### src/sap_pkg.sv
// Purpose: constants for the sag and peak detect register bank
// Assumes: 9-bit extended register address, 8-bit data
// Notes:   offsets are byte addresses in the extended register space
package sap_pkg;

   localparam int ADDR_W = 9;
   localparam int DATA_W = 8;
   localparam int SAG_W = 22;
   localparam int LVL_W = 16;
   localparam int PEAK_W = 22;

   // -------------------------------------------------------------
   // register offsets
   // -------------------------------------------------------------
   localparam logic [8:0] OFS_SAG1_L = 9'h107;
   localparam logic [8:0] OFS_SAG1_M = 9'h108;
   localparam logic [8:0] OFS_SAG1_H = 9'h109;
   localparam logic [8:0] OFS_SAG2_L = 9'h10B;
   localparam logic [8:0] OFS_SAG2_M = 9'h10C;
   localparam logic [8:0] OFS_SAG2_H = 9'h10D;
   localparam logic [8:0] OFS_IPK_L = 9'h10E;
   localparam logic [8:0] OFS_IPK_H = 9'h10F;
   localparam logic [8:0] OFS_VPK_L = 9'h110;
   localparam logic [8:0] OFS_VPK_H = 9'h111;
   localparam logic [8:0] OFS_PEAK_L = 9'h112;
   localparam logic [8:0] OFS_PEAK_M = 9'h113;
   localparam logic [8:0] OFS_PEAK_H = 9'h114;

   // -------------------------------------------------------------
   // reset values
   // -------------------------------------------------------------
   localparam logic [21:0] RST_SAG = 22'h000000;
   localparam logic [15:0] RST_IPK = 16'hFFFF;
   localparam logic [15:0] RST_VPK = 16'hFFFF;
   localparam logic [21:0] RST_PEAK = 22'h000000;
   localparam logic [7:0] RD_UNMAPPED = 8'h00;

endpackage : sap_pkg

### src/sap_pk_if.sv
// Purpose: carrier between the register bank and the peak capture unit
// Assumes: single clock domain
// Notes:   sample is two's complement
`timescale 1ns/1ps
interface sap_pk_if #(
   parameter int SAMPLE_W = 23
);
   logic signed [SAMPLE_W-1:0] sample;
   logic sample_valid;
   logic [15:0] level;
   logic [21:0] peak;

   modport cap (
      input sample,
      input sample_valid,
      input level,
      output peak
   );

   modport ctl (
      output sample,
      output sample_valid,
      output level,
      input peak
   );
endinterface : sap_pk_if

### src/sap_peak_cap.sv
// Purpose: running absolute peak capture for current channel 1
// Assumes: one sample per sample_valid pulse
// Notes:   most negative sample saturates to full scale
`timescale 1ns/1ps
module sap_peak_cap #(
   parameter int SAMPLE_W = 23
) (
   input wire logic clock_i,  // system clock
   input wire logic rst_n_i,  // async reset, active low
   sap_pk_if.cap pk           // sample in, peak out
);
   localparam logic [21:0] FULL = 22'h3FFFFF;

   logic [SAMPLE_W-1:0] neg_w;
   logic [SAMPLE_W-1:0] mag_w;
   logic [21:0] abs_w;
   logic above_lvl_w;
   logic above_peak_w;
   logic [21:0] peak_q;
   logic [21:0] peak_d;

   assign neg_w = SAMPLE_W'(-pk.sample);
   assign mag_w = pk.sample[SAMPLE_W-1] ? neg_w : pk.sample;
   // saturate: -2**(W-1) has no positive twin
   assign abs_w = (pk.sample[SAMPLE_W-1] && mag_w[SAMPLE_W-1]) ? FULL : mag_w[21:0];
   assign above_lvl_w = abs_w > {6'h00, pk.level};
   assign above_peak_w = abs_w > peak_q;
   assign peak_d = (pk.sample_valid && above_lvl_w && above_peak_w) ? abs_w : peak_q;

   always_ff @(posedge clock_i or negedge rst_n_i) begin
      if (!rst_n_i) begin
         peak_q <= sap_pkg::RST_PEAK;
      end else begin
         peak_q <= peak_d;
      end
   end

   assign pk.peak = peak_q;
endmodule : sap_peak_cap

### src/sap_regs.sv
// Purpose: sag level, peak level and peak current registers
// Assumes: one-cycle write and read strobes on the extended register port
// Notes:   read data is registered, valid the cycle after the read strobe
`timescale 1ns/1ps

// Functional notes
// - channel mode 0 blocks channel 2 sag writes; reads return reset value
// - writable current peak level, reset to all ones
// - writable 16-bit voltage peak level, any value, reset to all ones
// - sample magnitude above both current level and stored peak is stored as peak value
// - reading the peak value leaves it unchanged
// - peak value is 22 bits over three bytes, top two bits read zero
// - reset clears all three peak value bytes
// - all registers sit in extended register space, reached only there
module sap_regs #(
   parameter int SAMPLE_W = 23
) (
   input wire logic clock_i,                          // system clock
   input wire logic rst_n_i,                          // async reset, active low
   input wire logic [8:0] sfr_addr_i,                 // extended register address
   input wire logic [7:0] sfr_wdata_i,                // write data
   input wire logic sfr_wr_i,                         // write strobe
   input wire logic sfr_rd_i,                         // read strobe
   output logic [7:0] sfr_rdata_o,                    // registered read data
   input wire logic channel_mode_bit_i,               // channel mode, bit 5 of mode reg
   input wire logic signed [SAMPLE_W-1:0] cur_sample_i, // current channel 1 sample
   input wire logic cur_sample_valid_i,               // sample strobe
   output logic [21:0] sag_level_ch1_o,               // sag level, channel 1
   output logic [21:0] sag_level_ch2_o,               // sag level, channel 2
   output logic [15:0] current_peak_level_o,          // current peak level
   output logic [15:0] voltage_peak_level_o,          // voltage peak level
   output logic [21:0] current_peak_value_o           // captured peak magnitude
);

   // ----------------------------------------------------------------
   // address decode
   // ----------------------------------------------------------------
   // extended space decode
   logic hit_s1l, hit_s1m, hit_s1h, hit_s2l, hit_s2m, hit_s2h;
   logic hit_il, hit_ih, hit_vl, hit_vh, hit_pl, hit_pm, hit_ph;
   assign hit_s1l = sfr_addr_i == sap_pkg::OFS_SAG1_L;
   assign hit_s1m = sfr_addr_i == sap_pkg::OFS_SAG1_M;
   assign hit_s1h = sfr_addr_i == sap_pkg::OFS_SAG1_H;
   assign hit_s2l = sfr_addr_i == sap_pkg::OFS_SAG2_L;
   assign hit_s2m = sfr_addr_i == sap_pkg::OFS_SAG2_M;
   assign hit_s2h = sfr_addr_i == sap_pkg::OFS_SAG2_H;
   assign hit_il = sfr_addr_i == sap_pkg::OFS_IPK_L;
   assign hit_ih = sfr_addr_i == sap_pkg::OFS_IPK_H;
   assign hit_vl = sfr_addr_i == sap_pkg::OFS_VPK_L;
   assign hit_vh = sfr_addr_i == sap_pkg::OFS_VPK_H;
   assign hit_pl = sfr_addr_i == sap_pkg::OFS_PEAK_L;
   assign hit_pm = sfr_addr_i == sap_pkg::OFS_PEAK_M;
   assign hit_ph = sfr_addr_i == sap_pkg::OFS_PEAK_H;

   logic ch2_en_w;
   assign ch2_en_w = channel_mode_bit_i;

   // ----------------------------------------------------------------
   // level registers
   // ----------------------------------------------------------------
   logic [21:0] sag1_q, sag1_d, sag2_q, sag2_d;
   logic [15:0] ipk_q, ipk_d, vpk_q, vpk_d;

   assign sag1_d = {hit_s1h ? sfr_wdata_i[5:0] : sag1_q[21:16],
                    hit_s1m ? sfr_wdata_i : sag1_q[15:8],
                    hit_s1l ? sfr_wdata_i : sag1_q[7:0]};
   assign sag2_d = {(hit_s2h && ch2_en_w) ? sfr_wdata_i[5:0] : sag2_q[21:16],
                    (hit_s2m && ch2_en_w) ? sfr_wdata_i : sag2_q[15:8],
                    (hit_s2l && ch2_en_w) ? sfr_wdata_i : sag2_q[7:0]};
   assign ipk_d = {hit_ih ? sfr_wdata_i : ipk_q[15:8], hit_il ? sfr_wdata_i : ipk_q[7:0]};
   assign vpk_d = {hit_vh ? sfr_wdata_i : vpk_q[15:8], hit_vl ? sfr_wdata_i : vpk_q[7:0]};

   always_ff @(posedge clock_i or negedge rst_n_i) begin
      if (!rst_n_i) begin
         sag1_q <= sap_pkg::RST_SAG;
         sag2_q <= sap_pkg::RST_SAG;
         ipk_q <= sap_pkg::RST_IPK;
         vpk_q <= sap_pkg::RST_VPK;
      end else if (sfr_wr_i) begin
         sag1_q <= sag1_d;
         sag2_q <= sag2_d;
         ipk_q <= ipk_d;
         vpk_q <= vpk_d;
      end
   end

   // ----------------------------------------------------------------
   // peak capture
   // ----------------------------------------------------------------
   sap_pk_if #(.SAMPLE_W(SAMPLE_W)) pk_bus ();
   assign pk_bus.sample = cur_sample_i;
   assign pk_bus.sample_valid = cur_sample_valid_i;
   assign pk_bus.level = ipk_q;

   sap_peak_cap #(.SAMPLE_W(SAMPLE_W)) u_peak (
      .clock_i(clock_i),
      .rst_n_i(rst_n_i),
      .pk(pk_bus.cap)
   );

   // ----------------------------------------------------------------
   // read path
   // ----------------------------------------------------------------
   logic [21:0] sag2_rd_w;
   logic [7:0] rd_mux_w;
   logic [7:0] rdata_q;
   assign sag2_rd_w = ch2_en_w ? sag2_q : sap_pkg::RST_SAG;
   assign rd_mux_w = hit_s1l ? sag1_q[7:0] :
                     hit_s1m ? sag1_q[15:8] :
                     hit_s1h ? {2'h0, sag1_q[21:16]} :
                     hit_s2l ? sag2_rd_w[7:0] :
                     hit_s2m ? sag2_rd_w[15:8] :
                     hit_s2h ? {2'h0, sag2_rd_w[21:16]} :
                     hit_il ? ipk_q[7:0] :
                     hit_ih ? ipk_q[15:8] :
                     hit_vl ? vpk_q[7:0] :
                     hit_vh ? vpk_q[15:8] :
                     hit_pl ? pk_bus.peak[7:0] :
                     hit_pm ? pk_bus.peak[15:8] :
                     hit_ph ? {2'h0, pk_bus.peak[21:16]} :
                     sap_pkg::RD_UNMAPPED;

   // holds last read data between reads
   always_ff @(posedge clock_i or negedge rst_n_i) begin
      if (!rst_n_i) begin
         rdata_q <= 8'h00;
      end else if (sfr_rd_i) begin
         rdata_q <= rd_mux_w;
      end
   end

   assign sfr_rdata_o = rdata_q;
   assign sag_level_ch1_o = sag1_q;
   assign sag_level_ch2_o = sag2_q;
   assign current_peak_level_o = ipk_q;
   assign voltage_peak_level_o = vpk_q;
   assign current_peak_value_o = pk_bus.peak;

   // ----------------------------------------------------------------
   // checks
   // ----------------------------------------------------------------
   // any mapped offset; everything else reads back as the unmapped value
   logic hit_any_w;
   assign hit_any_w = hit_s1l || hit_s1m || hit_s1h || hit_s2l || hit_s2m || hit_s2h ||
                      hit_il || hit_ih || hit_vl || hit_vh || hit_pl || hit_pm || hit_ph;
endmodule : sap_regs

### config.mk
export PLATFORM = sky130hd
export DESIGN_NAME = sap_regs
export DESIGN_NICKNAME = d
export VERILOG_FILES = /design/src/sap_pkg.sv /design/src/sap_pk_if.sv /design/src/sap_peak_cap.sv /design/src/sap_regs.sv
export SDC_FILE = /design/constraint.sdc
export NUM_CORES = 1
export LEC_CHECK = 0
export BUFFER_PORTS_ARGS = -buffer_cell sky130_fd_sc_hd__buf_2
export CORE_ASPECT_RATIO = 0.5
export CORE_MARGIN = 2
export CORE_UTILIZATION = 55
export DETAILED_ROUTE_END_ITERATION = 16
export HOLD_SLACK_MARGIN = 0.08
export PLACE_DENSITY = 0.81
export SETUP_SLACK_MARGIN = 0.4
export SYNTH_ARGS = -nofsm -noshare
export SYNTH_HDL_FRONTEND = slang
export SYNTH_SLANG_ARGS = --single-unit
### constraint.sdc
create_clock -name clock_i -period 4.07 [get_ports clock_i]
set_input_delay 0.814 -clock clock_i [delete_from_list [all_inputs] [get_ports clock_i]]
set_output_delay 0.814 -clock clock_i [all_outputs]
set_load 0.02 [all_outputs]
==> results of run 1 <==
-- per-layer routing --
layer  track usage (%)  wire (um)  vias to the layer above
met5                 0          0                        -
met4              14.6        651                        0
met3              5.89       1710                       54
met2              54.5      10400                      346
met1              40.1       8930                     3192
li1                  -          -                     2903
-- worst paths after layout --
kind                                        to          startpoint  slack [ps]
max                          u_peak.pk.peak[7]    cur_sample_i[10]        -330
min                             sfr_rdata_o[6]      sfr_rdata_o[6]         530
max reg2reg                  u_peak.pk.peak[7]  u_peak.pk.peak[13]        1420
min reg2reg                     sfr_rdata_o[6]      sfr_rdata_o[6]         530
max in group asynchronous  sag_level_ch2_o[17]             rst_n_i        2510
min in group asynchronous   u_peak.pk.peak[14]             rst_n_i         640
-- placed cells by master, fill, tap and decap left out, drive strengths merged, types with 12 or more instances in the layout --
master,count
inv,50
dfstp,32
nor3,17
mux2,95
nand2,66
xor2,16
clkbuf,14
a21oi,52
dfrtp,74
mux2i,16
nor2,37
ha,39
o21ai,19
buf,241
nand3,12
-- cell type report --
| type | count | share of cell area (%) |
|---|---|---|
| Clock buffer | 14 | 2.97 |
| Clock inverter | 2 | 0.141 |
| Inverter | 48 | 2.03 |
| Multi-Input combinational cell | 494 | 45.5 |
| Sequential cell | 106 | 30.3 |
| Tap cell | 165 | 2.32 |
| Timing Repair Buffer | 241 | 16.8 |
-- power by group through the flow --
stage | Clock [W] | Combinational [W] | Sequential [W]
after CTS | 0.000844 | 0.00145 | 0.00136
after global routing | 0.000885 | 0.00169 | 0.00138
final | 0.000841 | 0.00158 | 0.00137
after floorplan | 0 | 0.000689 | 0.00149
after global placement | 0 | 0.00128 | 0.00137
after detailed placement | 0 | 0.00134 | 0.00138
-- metrics by stage --
step	hold WS [ps]	worst slack [ps]	area, um2	setup TNS [ps]
after floorplan	518	-373	6850	-7130
after global placement	479	-492	8170	-9900
after detailed placement	496	-642	8170	-12890
after CTS	515	-196	8700	-3590
after global routing	532	-433	8890	-8470
final	528	-330	8890	-6320
-- worst max-delay path, cell delays in order --
cell       delay (ps)
buf_6              90
or4_4             520
or4_4             450
or2_4             270
nor2_4            160
nand3_4           210
buf_6             210
nand2_1            80
ha_1              140
nand4_1           170
a21oi_2           220
o2111ai_2         150
o21ai_2           230
o21bai_4          100
a41oi_2           190
buf_6             160
buf_4             170
mux2_4            300
-- cell families after synthesis --
family	after synthesis
simple gates	186
buf+inv	77
flops	106
xor+xnor	18
fa+ha+maj	39
mux	113
compound gates	137
-- state kept, by name, indices dropped and copies added, names as in the netlist --
register	flops
sfr_rdata_o	8
sag_level_ch1_o	22
sag_level_ch2_o	22
u_peak.pk.peak	22
current_peak_level_o	16
voltage_peak_level_o	16
-- repair_timing --
action,4_1_cts,5_1_grt
buffers inserted,16,6
pin swaps,3,9
resized for setup,28,22
setup endpoints to repair,22,22
cloned,3,0
==> metrics.csv, run 1 <==
metric,value,unit
DR pass1 iterations,5,
Synth Area in XOR/XNOR,2.33,%
power share of the clock group,22.2,%
drt total wl,21.6,mm
number of I/O port buffers,151,
clk sink count,106,
CTS tree,yes,
Final HPWL DP,15.6,mm
Num CTS Buffers,9,
Fmax,227,MHz
kind of critical path,in2reg,
Tmin final,4400,ps
first-pass GRT wire length,32.4,mm
Syn Nets,761,
Final nets,985,
Worst VDD drop,333,uV
# IOs,152,
Syn Area/Cell,10.0,um2
DR vias/cell,6.07,
Fill cells,848,
non-filler cells in the finished layout,1070,
GR Overflow Total,0,
Worst Hold Depth,1,
H-tree Lvls,3,
vias in the first global route,6330,
WL/cell,20.2,um
fraction of registers with async set/reset,100,%
largest net degree at the start of global routing,85,
Power Density,427,mW/mm2
"area leader, netlist",dfrtp_1,
Die Wd,161,um
Cells after DPL,1029,
Slew Limit Fails,0,
clock tree buffer depth,2,
failing checks,setup timing,
"Hold Violations, Final",0,
CP Launch Type,primary input,
Area contributors post-synth,"dfrtp_1 27%, mux2_2 13%, dfstp_2 12%",
Final setup viols,22,
Slew headroom,29.2,%
Post-Synth Simple-Gate Area,13.7,%
Hold WC Path Type,reg2reg,
multiplexer share of the synthesized area,19.4,%
Post-CTS Hold Buffers,0,
Ys Warns,0,
setup ws final,-330,ps
Synth Area in Adders,7.20,%
share of cells above drive strength 1,46.5,%
outcome,"finished, violations left",
Reg2Reg Depth,11,
DR iter-0 viols,630,
initial antenna violation count,0,
DR vias,6495,
"EDFF count, synth",0,
most frequently used flop master after synthesis,dfrtp_1,
Clock transition at path regs,70,ps
combinational fraction of design power,41.7,%
Synth Instances,676,
NetSw,0.00140,W
ant diodes,0,
P_int,0.00239,W
final setup skew,9.66,ps
CP Data Required Time,4310,ps
Initial Util,56.9,%
final core area utilization,74.6,%
core area,0.0119,mm2
Net Sw Frac,37.0,%
drt drc,0,
Critical Path Sink Type,flop,
sequential share of power,36.2,%
register area share after synthesis,39.7,%
row cnt,28,
Multi-input gate area,0.00404,mm2
Unique masters post-synth,69,
Max-Cap Viols,0,
Total GRT Usage,31.7,%
unrepaired setup endpoints after global routing,yes,
most numerous cell in the Yosys netlist,mux2_2,
CP arrival,4640,ps
Post-Syn Area,0.00678,mm2
Post-synth top cells,"78 x mux2_2, 74 x dfrtp_1, 66 x nand2_1",
area delta synth->final,31.2,%
gpl congestion,0.914,
Static Leak,4.44,nW
sequential cell area,0.00269,mm2
main combinational cell family by area after synthesis,multiplexers,
Pwr Total,0.00379,W
DRT antenna net count,0,
die area,0.0133,mm2
crit-path max FO,8,
complex-gate fraction of the synthesized area,13.2,%
clk_lat worst skew,360,ps
final worst-path cycle share,108,%
Synth Register Bits,106,
Root Driver,clkbuf_16,
share of the synthesized area in the top cell type,27.3,%
chip height,82.5,um
Worst-Margin Slew,1060,ps
Note: power is estimated with default switching activity, not from simulation.
==> run 2, diff against run 1 <==
--- a/config.mk
+++ b/config.mk
@@ -16,3 +16,4 @@
 export SYNTH_ARGS = -nofsm -noshare
 export SYNTH_HDL_FRONTEND = slang
 export SYNTH_SLANG_ARGS = --single-unit
+export TNS_END_PERCENT = 50
==> metrics.csv, run 2 (synthesis results as in run 1) <==
metric,value,unit
CP Data Required Time,4310,ps
CTS tree,yes,
DR iter-0 viols,689,
final core area utilization,72.6,%
Clock transition at path regs,70,ps
delay of the slowest critical-path stage,520,ps
Initial Util,56.9,%
CP Launch Type,primary input,
most frequent CP cell,buf_6,
failing checks,setup timing,
CP arrival,4630,ps
final setup skew,9.89,ps
Reg2Reg Depth,11,
crit path cell chain,"buf_6, or4_4, or4_4, or3_4, nor3_4, a21boi_1, o22a_1, ha_1, nand4_1, o221ai_2, o211ai_1, o21bai_4, a41oi_2, buf_6, buf_6, mux2_1",
Hold WC Path Type,in2async,
"most common cell after layout, fill and taps aside",buf_2,
DR pass1 iterations,5,
"Hold Violations, Final",0,
share of cells above drive strength 1,44.6,%
initial antenna violation count,0,
Critical R2R Launch,current_peak_level_o[5],
Worst-Margin Slew,754,ps
Final setup viols,22,
Static Leak,4.35,nW
Setup crit start,cur_sample_i[10],
Final HPWL DP,16.1,mm
Total GRT Usage,32.2,%
Slew headroom,49.7,%
area delta synth->final,27.7,%
Crit. path cell count,16,
GR Overflow Total,0,
Tmin final,4390,ps
gpl congestion,0.928,
hold_ws,519,ps
Die Wd,161,um
clk_lat worst skew,360,ps
die area,0.0133,mm2
ant diodes,0,
final worst-path cycle share,108,%
drt drc,0,
Root Driver,clkbuf_16,
Final nets,971,
DRT antenna net count,0,
Power Density,429,mW/mm2
Worst path top cell family by delay,simple AND/OR/NAND/NOR gates,
Post-CTS Hold Buffers,0,
Fmax,228,MHz
crit path max-delay cell type,or4_4,
r2r setup slk,1350,ps
CP Buf/Inv Count,3,
CP Capture Point,u_peak.pk.peak[15],
"commonest cells after routing, fill and taps aside","147 x buf_2, 76 x mux2_2, 74 x buf_4, 74 x dfrtp_1, 65 x nand2_1",
reg2reg end,u_peak.pk.peak[4],
crit-path max FO,6,
setup ws final,-322,ps
vias in the first global route,6139,
clock tree buffer depth,2,
Max-Cap Viols,0,
first-pass GRT wire length,32.7,mm
chip height,82.5,um
row cnt,28,
clk sink count,106,
Worst VDD drop,213,uV
H-tree Lvls,3,
WL/cell,20.1,um
unrepaired setup endpoints after global routing,yes,
# IOs,152,
Num CTS Buffers,9,
Pwr Total,0.00371,W
outcome,"finished, violations left",
drt total wl,21.2,mm
number of I/O port buffers,151,
core area,0.0119,mm2
DR vias,6431,
largest net degree at the start of global routing,60,
Slew Limit Fails,0,
kind of critical path,in2reg,
Critical Path Sink Type,flop,
DR vias/cell,6.09,
run 2: cell types whose count changed in the layout (fill, tap and decap cells not counted), sizes merged:
cell | previous run | this run
buf | 241 | 228
clkbuf | 14 | 9
clkinv | 0 | 2
clkinvlp | 0 | 3
nand3 | 12 | 11
run 2: layout make-up:
type | count | area (um2)
Sequential cell | 106 | 2690
Multi-Input combinational cell | 493 | 3920
Clock buffer | 9 | 225
Tap cell | 165 | 206
Inverter | 48 | 180
Timing Repair Buffer | 228 | 1370
Clock inverter | 7 | 53.8
Fill cell | 878 | 3260
run 2: worst min-delay path by stage:
stage                                  start                  to  slack [ps]  depth (start not counted)
after detailed placement      sfr_rdata_o[6]      sfr_rdata_o[6]         490                          1
after floorplan                      rst_n_i  sag_level_ch1_o[0]         520                          0
after CTS                     sfr_rdata_o[6]      sfr_rdata_o[6]         510                          1
after global placement    u_peak.pk.peak[13]  u_peak.pk.peak[13]         490                          1
after global routing          sfr_rdata_o[6]      sfr_rdata_o[6]         550                          1
final                                rst_n_i  u_peak.pk.peak[11]         520                          1
run 2: layer usage:
| layer | global-route usage [%] | part of all wire, % | vias up | wire length, um |
|---|---|---|---|---|
| met4 | 11.5 | 2.9 | 0 | 621 |
| li1 | - | - | 2893 | - |
| met5 | 0 | 0 | - | 0 |
| met2 | 53.9 | 47 | 329 | 9960 |
| met1 | 42.0 | 42 | 3137 | 8880 |
| met3 | 7.09 | 8.2 | 72 | 1750 |
run 2: stage by stage:
stage | cell area, um2 | TNS (ps) | setup WS, ps | cells
finish | 8650 | -6000 | -322 | 1056
detailed placement | 8170 | -14580 | -719 | 1031
CTS | 8570 | -3900 | -212 | 1053
global route | 8650 | -8900 | -464 | 1056
global placement | 8170 | -10900 | -538 | 1031
floorplan | 6830 | -7170 | -373 | 676
run 2: timing repair:
action	CTS	global route
resized for setup	21	10
buffers inserted	4	3
pin swaps	0	1
setup endpoints to repair	22	22
gates cloned	2	0
hold endpoints to repair	0	0
run 2: power by group:
group,internal (W),switching (W),total [W]
clock,0.000419,0.000409,0.000828
sequential,0.00120,0.000179,0.00138
combinational,0.000708,0.000799,0.00151
total,0.00233,0.00139,0.00371
run 2: worst reg2reg max path, stage by stage, from the launching register on:
cell and delay (ps):
dfstp_2 570, inv_1 70, ha_1 320, a211o_1 270, a21oi_1 160, o211ai_1 110
a31oi_1 190, a21o_1 170, a41oi_2 140, buf_6 160, buf_4 160, mux2_4 290
==> run 3, diff against run 2 <==
--- a/config.mk
+++ b/config.mk
@@ -11,7 +11,7 @@
 export CORE_UTILIZATION = 55
 export DETAILED_ROUTE_END_ITERATION = 16
 export HOLD_SLACK_MARGIN = 0.08
-export PLACE_DENSITY = 0.81
+export PLACE_DENSITY_LB_ADDON = 0.12
 export SETUP_SLACK_MARGIN = 0.4
 export SYNTH_ARGS = -nofsm -noshare
 export SYNTH_HDL_FRONTEND = slang
==> metrics.csv, run 3 (synthesis results as in run 1) <==
metric,value,unit
outcome,"finished, violations left",
failing checks,setup timing,
ant diodes,0,
area delta synth->final,29.4,%
GR Overflow Total,0,
clock tree buffer depth,2,
row cnt,28,
CTS tree,yes,
initial antenna violation count,0,
kind of critical path,in2reg,
final core area utilization,73.6,%
Total GRT Usage,31.9,%
CP Data Required Time,4300,ps
Pwr Total,0.00374,W
"most common cell after layout, fill and taps aside",buf_2,
Critical Path Sink Type,flop,
vias in the first global route,6048,
Root Driver,clkbuf_16,
Final setup viols,20,
final worst-path cycle share,106,%
clk_lat worst skew,350,ps
die area,0.0133,mm2
post-route cell area,0.00877,mm2
Max-Cap Viols,0,
Final HPWL DP,16.0,mm
non-filler cells in the finished layout,1058,
crit-path max FO,11,
first-pass GRT wire length,32.5,mm
Cells after DPL,1035,
DR iter-0 viols,533,
Worst-Margin Slew,857,ps
Tmin final,4290,ps
core area,0.0119,mm2
# IOs,152,
Clock transition at path regs,70,ps
Hold WC Path Type,reg2reg,
DRT antenna net count,0,
DR vias,6311,
Fmax,233,MHz
DR vias/cell,5.97,
"commonest cells after routing, fill and taps aside","148 x buf_2, 78 x mux2_2, 77 x buf_4",
share of cells above drive strength 1,45.6,%
drt total wl,21.0,mm
setup ws final,-224,ps
Post-CTS Hold Buffers,0,
DR pass1 iterations,5,
Worst VDD drop,198,uV
gpl congestion,0.987,
Static Leak,4.38,nW
number of I/O port buffers,151,
CP Launch Type,primary input,
Num CTS Buffers,9,
"Hold Violations, Final",0,
final setup skew,10.5,ps
H-tree Lvls,3,
Slew headroom,42.8,%
chip height,82.5,um
drt drc,0,
unrepaired setup endpoints after global routing,yes,
largest net degree at the start of global routing,67,
CP arrival,4530,ps
Slew Limit Fails,0,
placed inst area,0.00820,mm2
clk sink count,106,
Initial Util,56.9,%
Power Density,426,mW/mm2
Die Wd,161,um
Final nets,974,
WL/cell,19.8,um
run 3: cell types whose count changed in the layout (fill, tap and decap cells not counted), moves of 3 or more:
cell	before	now
mux2_4	18	14
buf_4	74	77
nand2_1	65	62
nand2_2	1	4
run 3: area by class of cell:
class	count	area, um2
clock buffers	9	225
clock inverters	6	72.6
fillers	915	3140
inverters	48	180
multi-input cells	493	4010
flip-flops and latches	106	2690
well taps	165	206
repair buffers	231	1390
run 3: repair_timing:
item	4_1_cts	5_1_grt
gates resized for setup	19	20
gates cloned	1	0
pin swaps	1	3
setup endpoints to repair	22	22
setup buffers	5	2
run 3: metal layers:
layer	vias to the layer above	GRT usage [%]	wire length [um]
met1	3093	44.3	9250
met3	38	5.09	1620
met4	0	9.20	401
met2	288	52.7	9730
li1	2892	-	-
met5	-	0	0
run 3: metrics by stage:
stage               hold WS (ps)  worst slack [ps]  setup TNS [ps]
global placement             493              -593          -11980
finish                       541              -224           -3740
CTS                          541              -199           -3240
floorplan                    518              -373           -7170
global route                 554              -363           -6530
detailed placement           524              -676          -13290
run 3: power by group:
part / internal [W] / switching (W) / total (W)
registers: 0.00120 / 0.000170 / 0.00137
clock network: 0.000482 / 0.000409 / 0.000890
logic: 0.000688 / 0.000791 / 0.00148
total: 0.00237 / 0.00137 / 0.00374
run 3: worst paths after layout:
check                                         from                       to  slack [ps]  cells past startpoint
setup reg to reg           current_peak_level_o[7]       u_peak.pk.peak[20]        1440                      9
hold / removal                  sag_level_ch2_o[7]       sag_level_ch2_o[7]         540                      1
max in group asynchronous                  rst_n_i  current_peak_level_o[7]        2650                      2
hold reg to reg                 sag_level_ch2_o[7]       sag_level_ch2_o[7]         540                      1
min in group asynchronous                  rst_n_i           sfr_rdata_o[6]         550                      1
setup / recovery                   cur_sample_i[6]        u_peak.pk.peak[1]        -220                     15
run 3: critical path, cell delays in order:
cell      delay, ps
buf_2           100
or4_4           530
or4_4           480
or3_4           390
nor3_4          130
a21boi_1         80
o22a_1          240
ha_1            300
nand4_1         130
o221ai_2        240
o211ai_1        110
o21bai_4        190
a41oi_4         250
buf_8           190
mux2_2          340
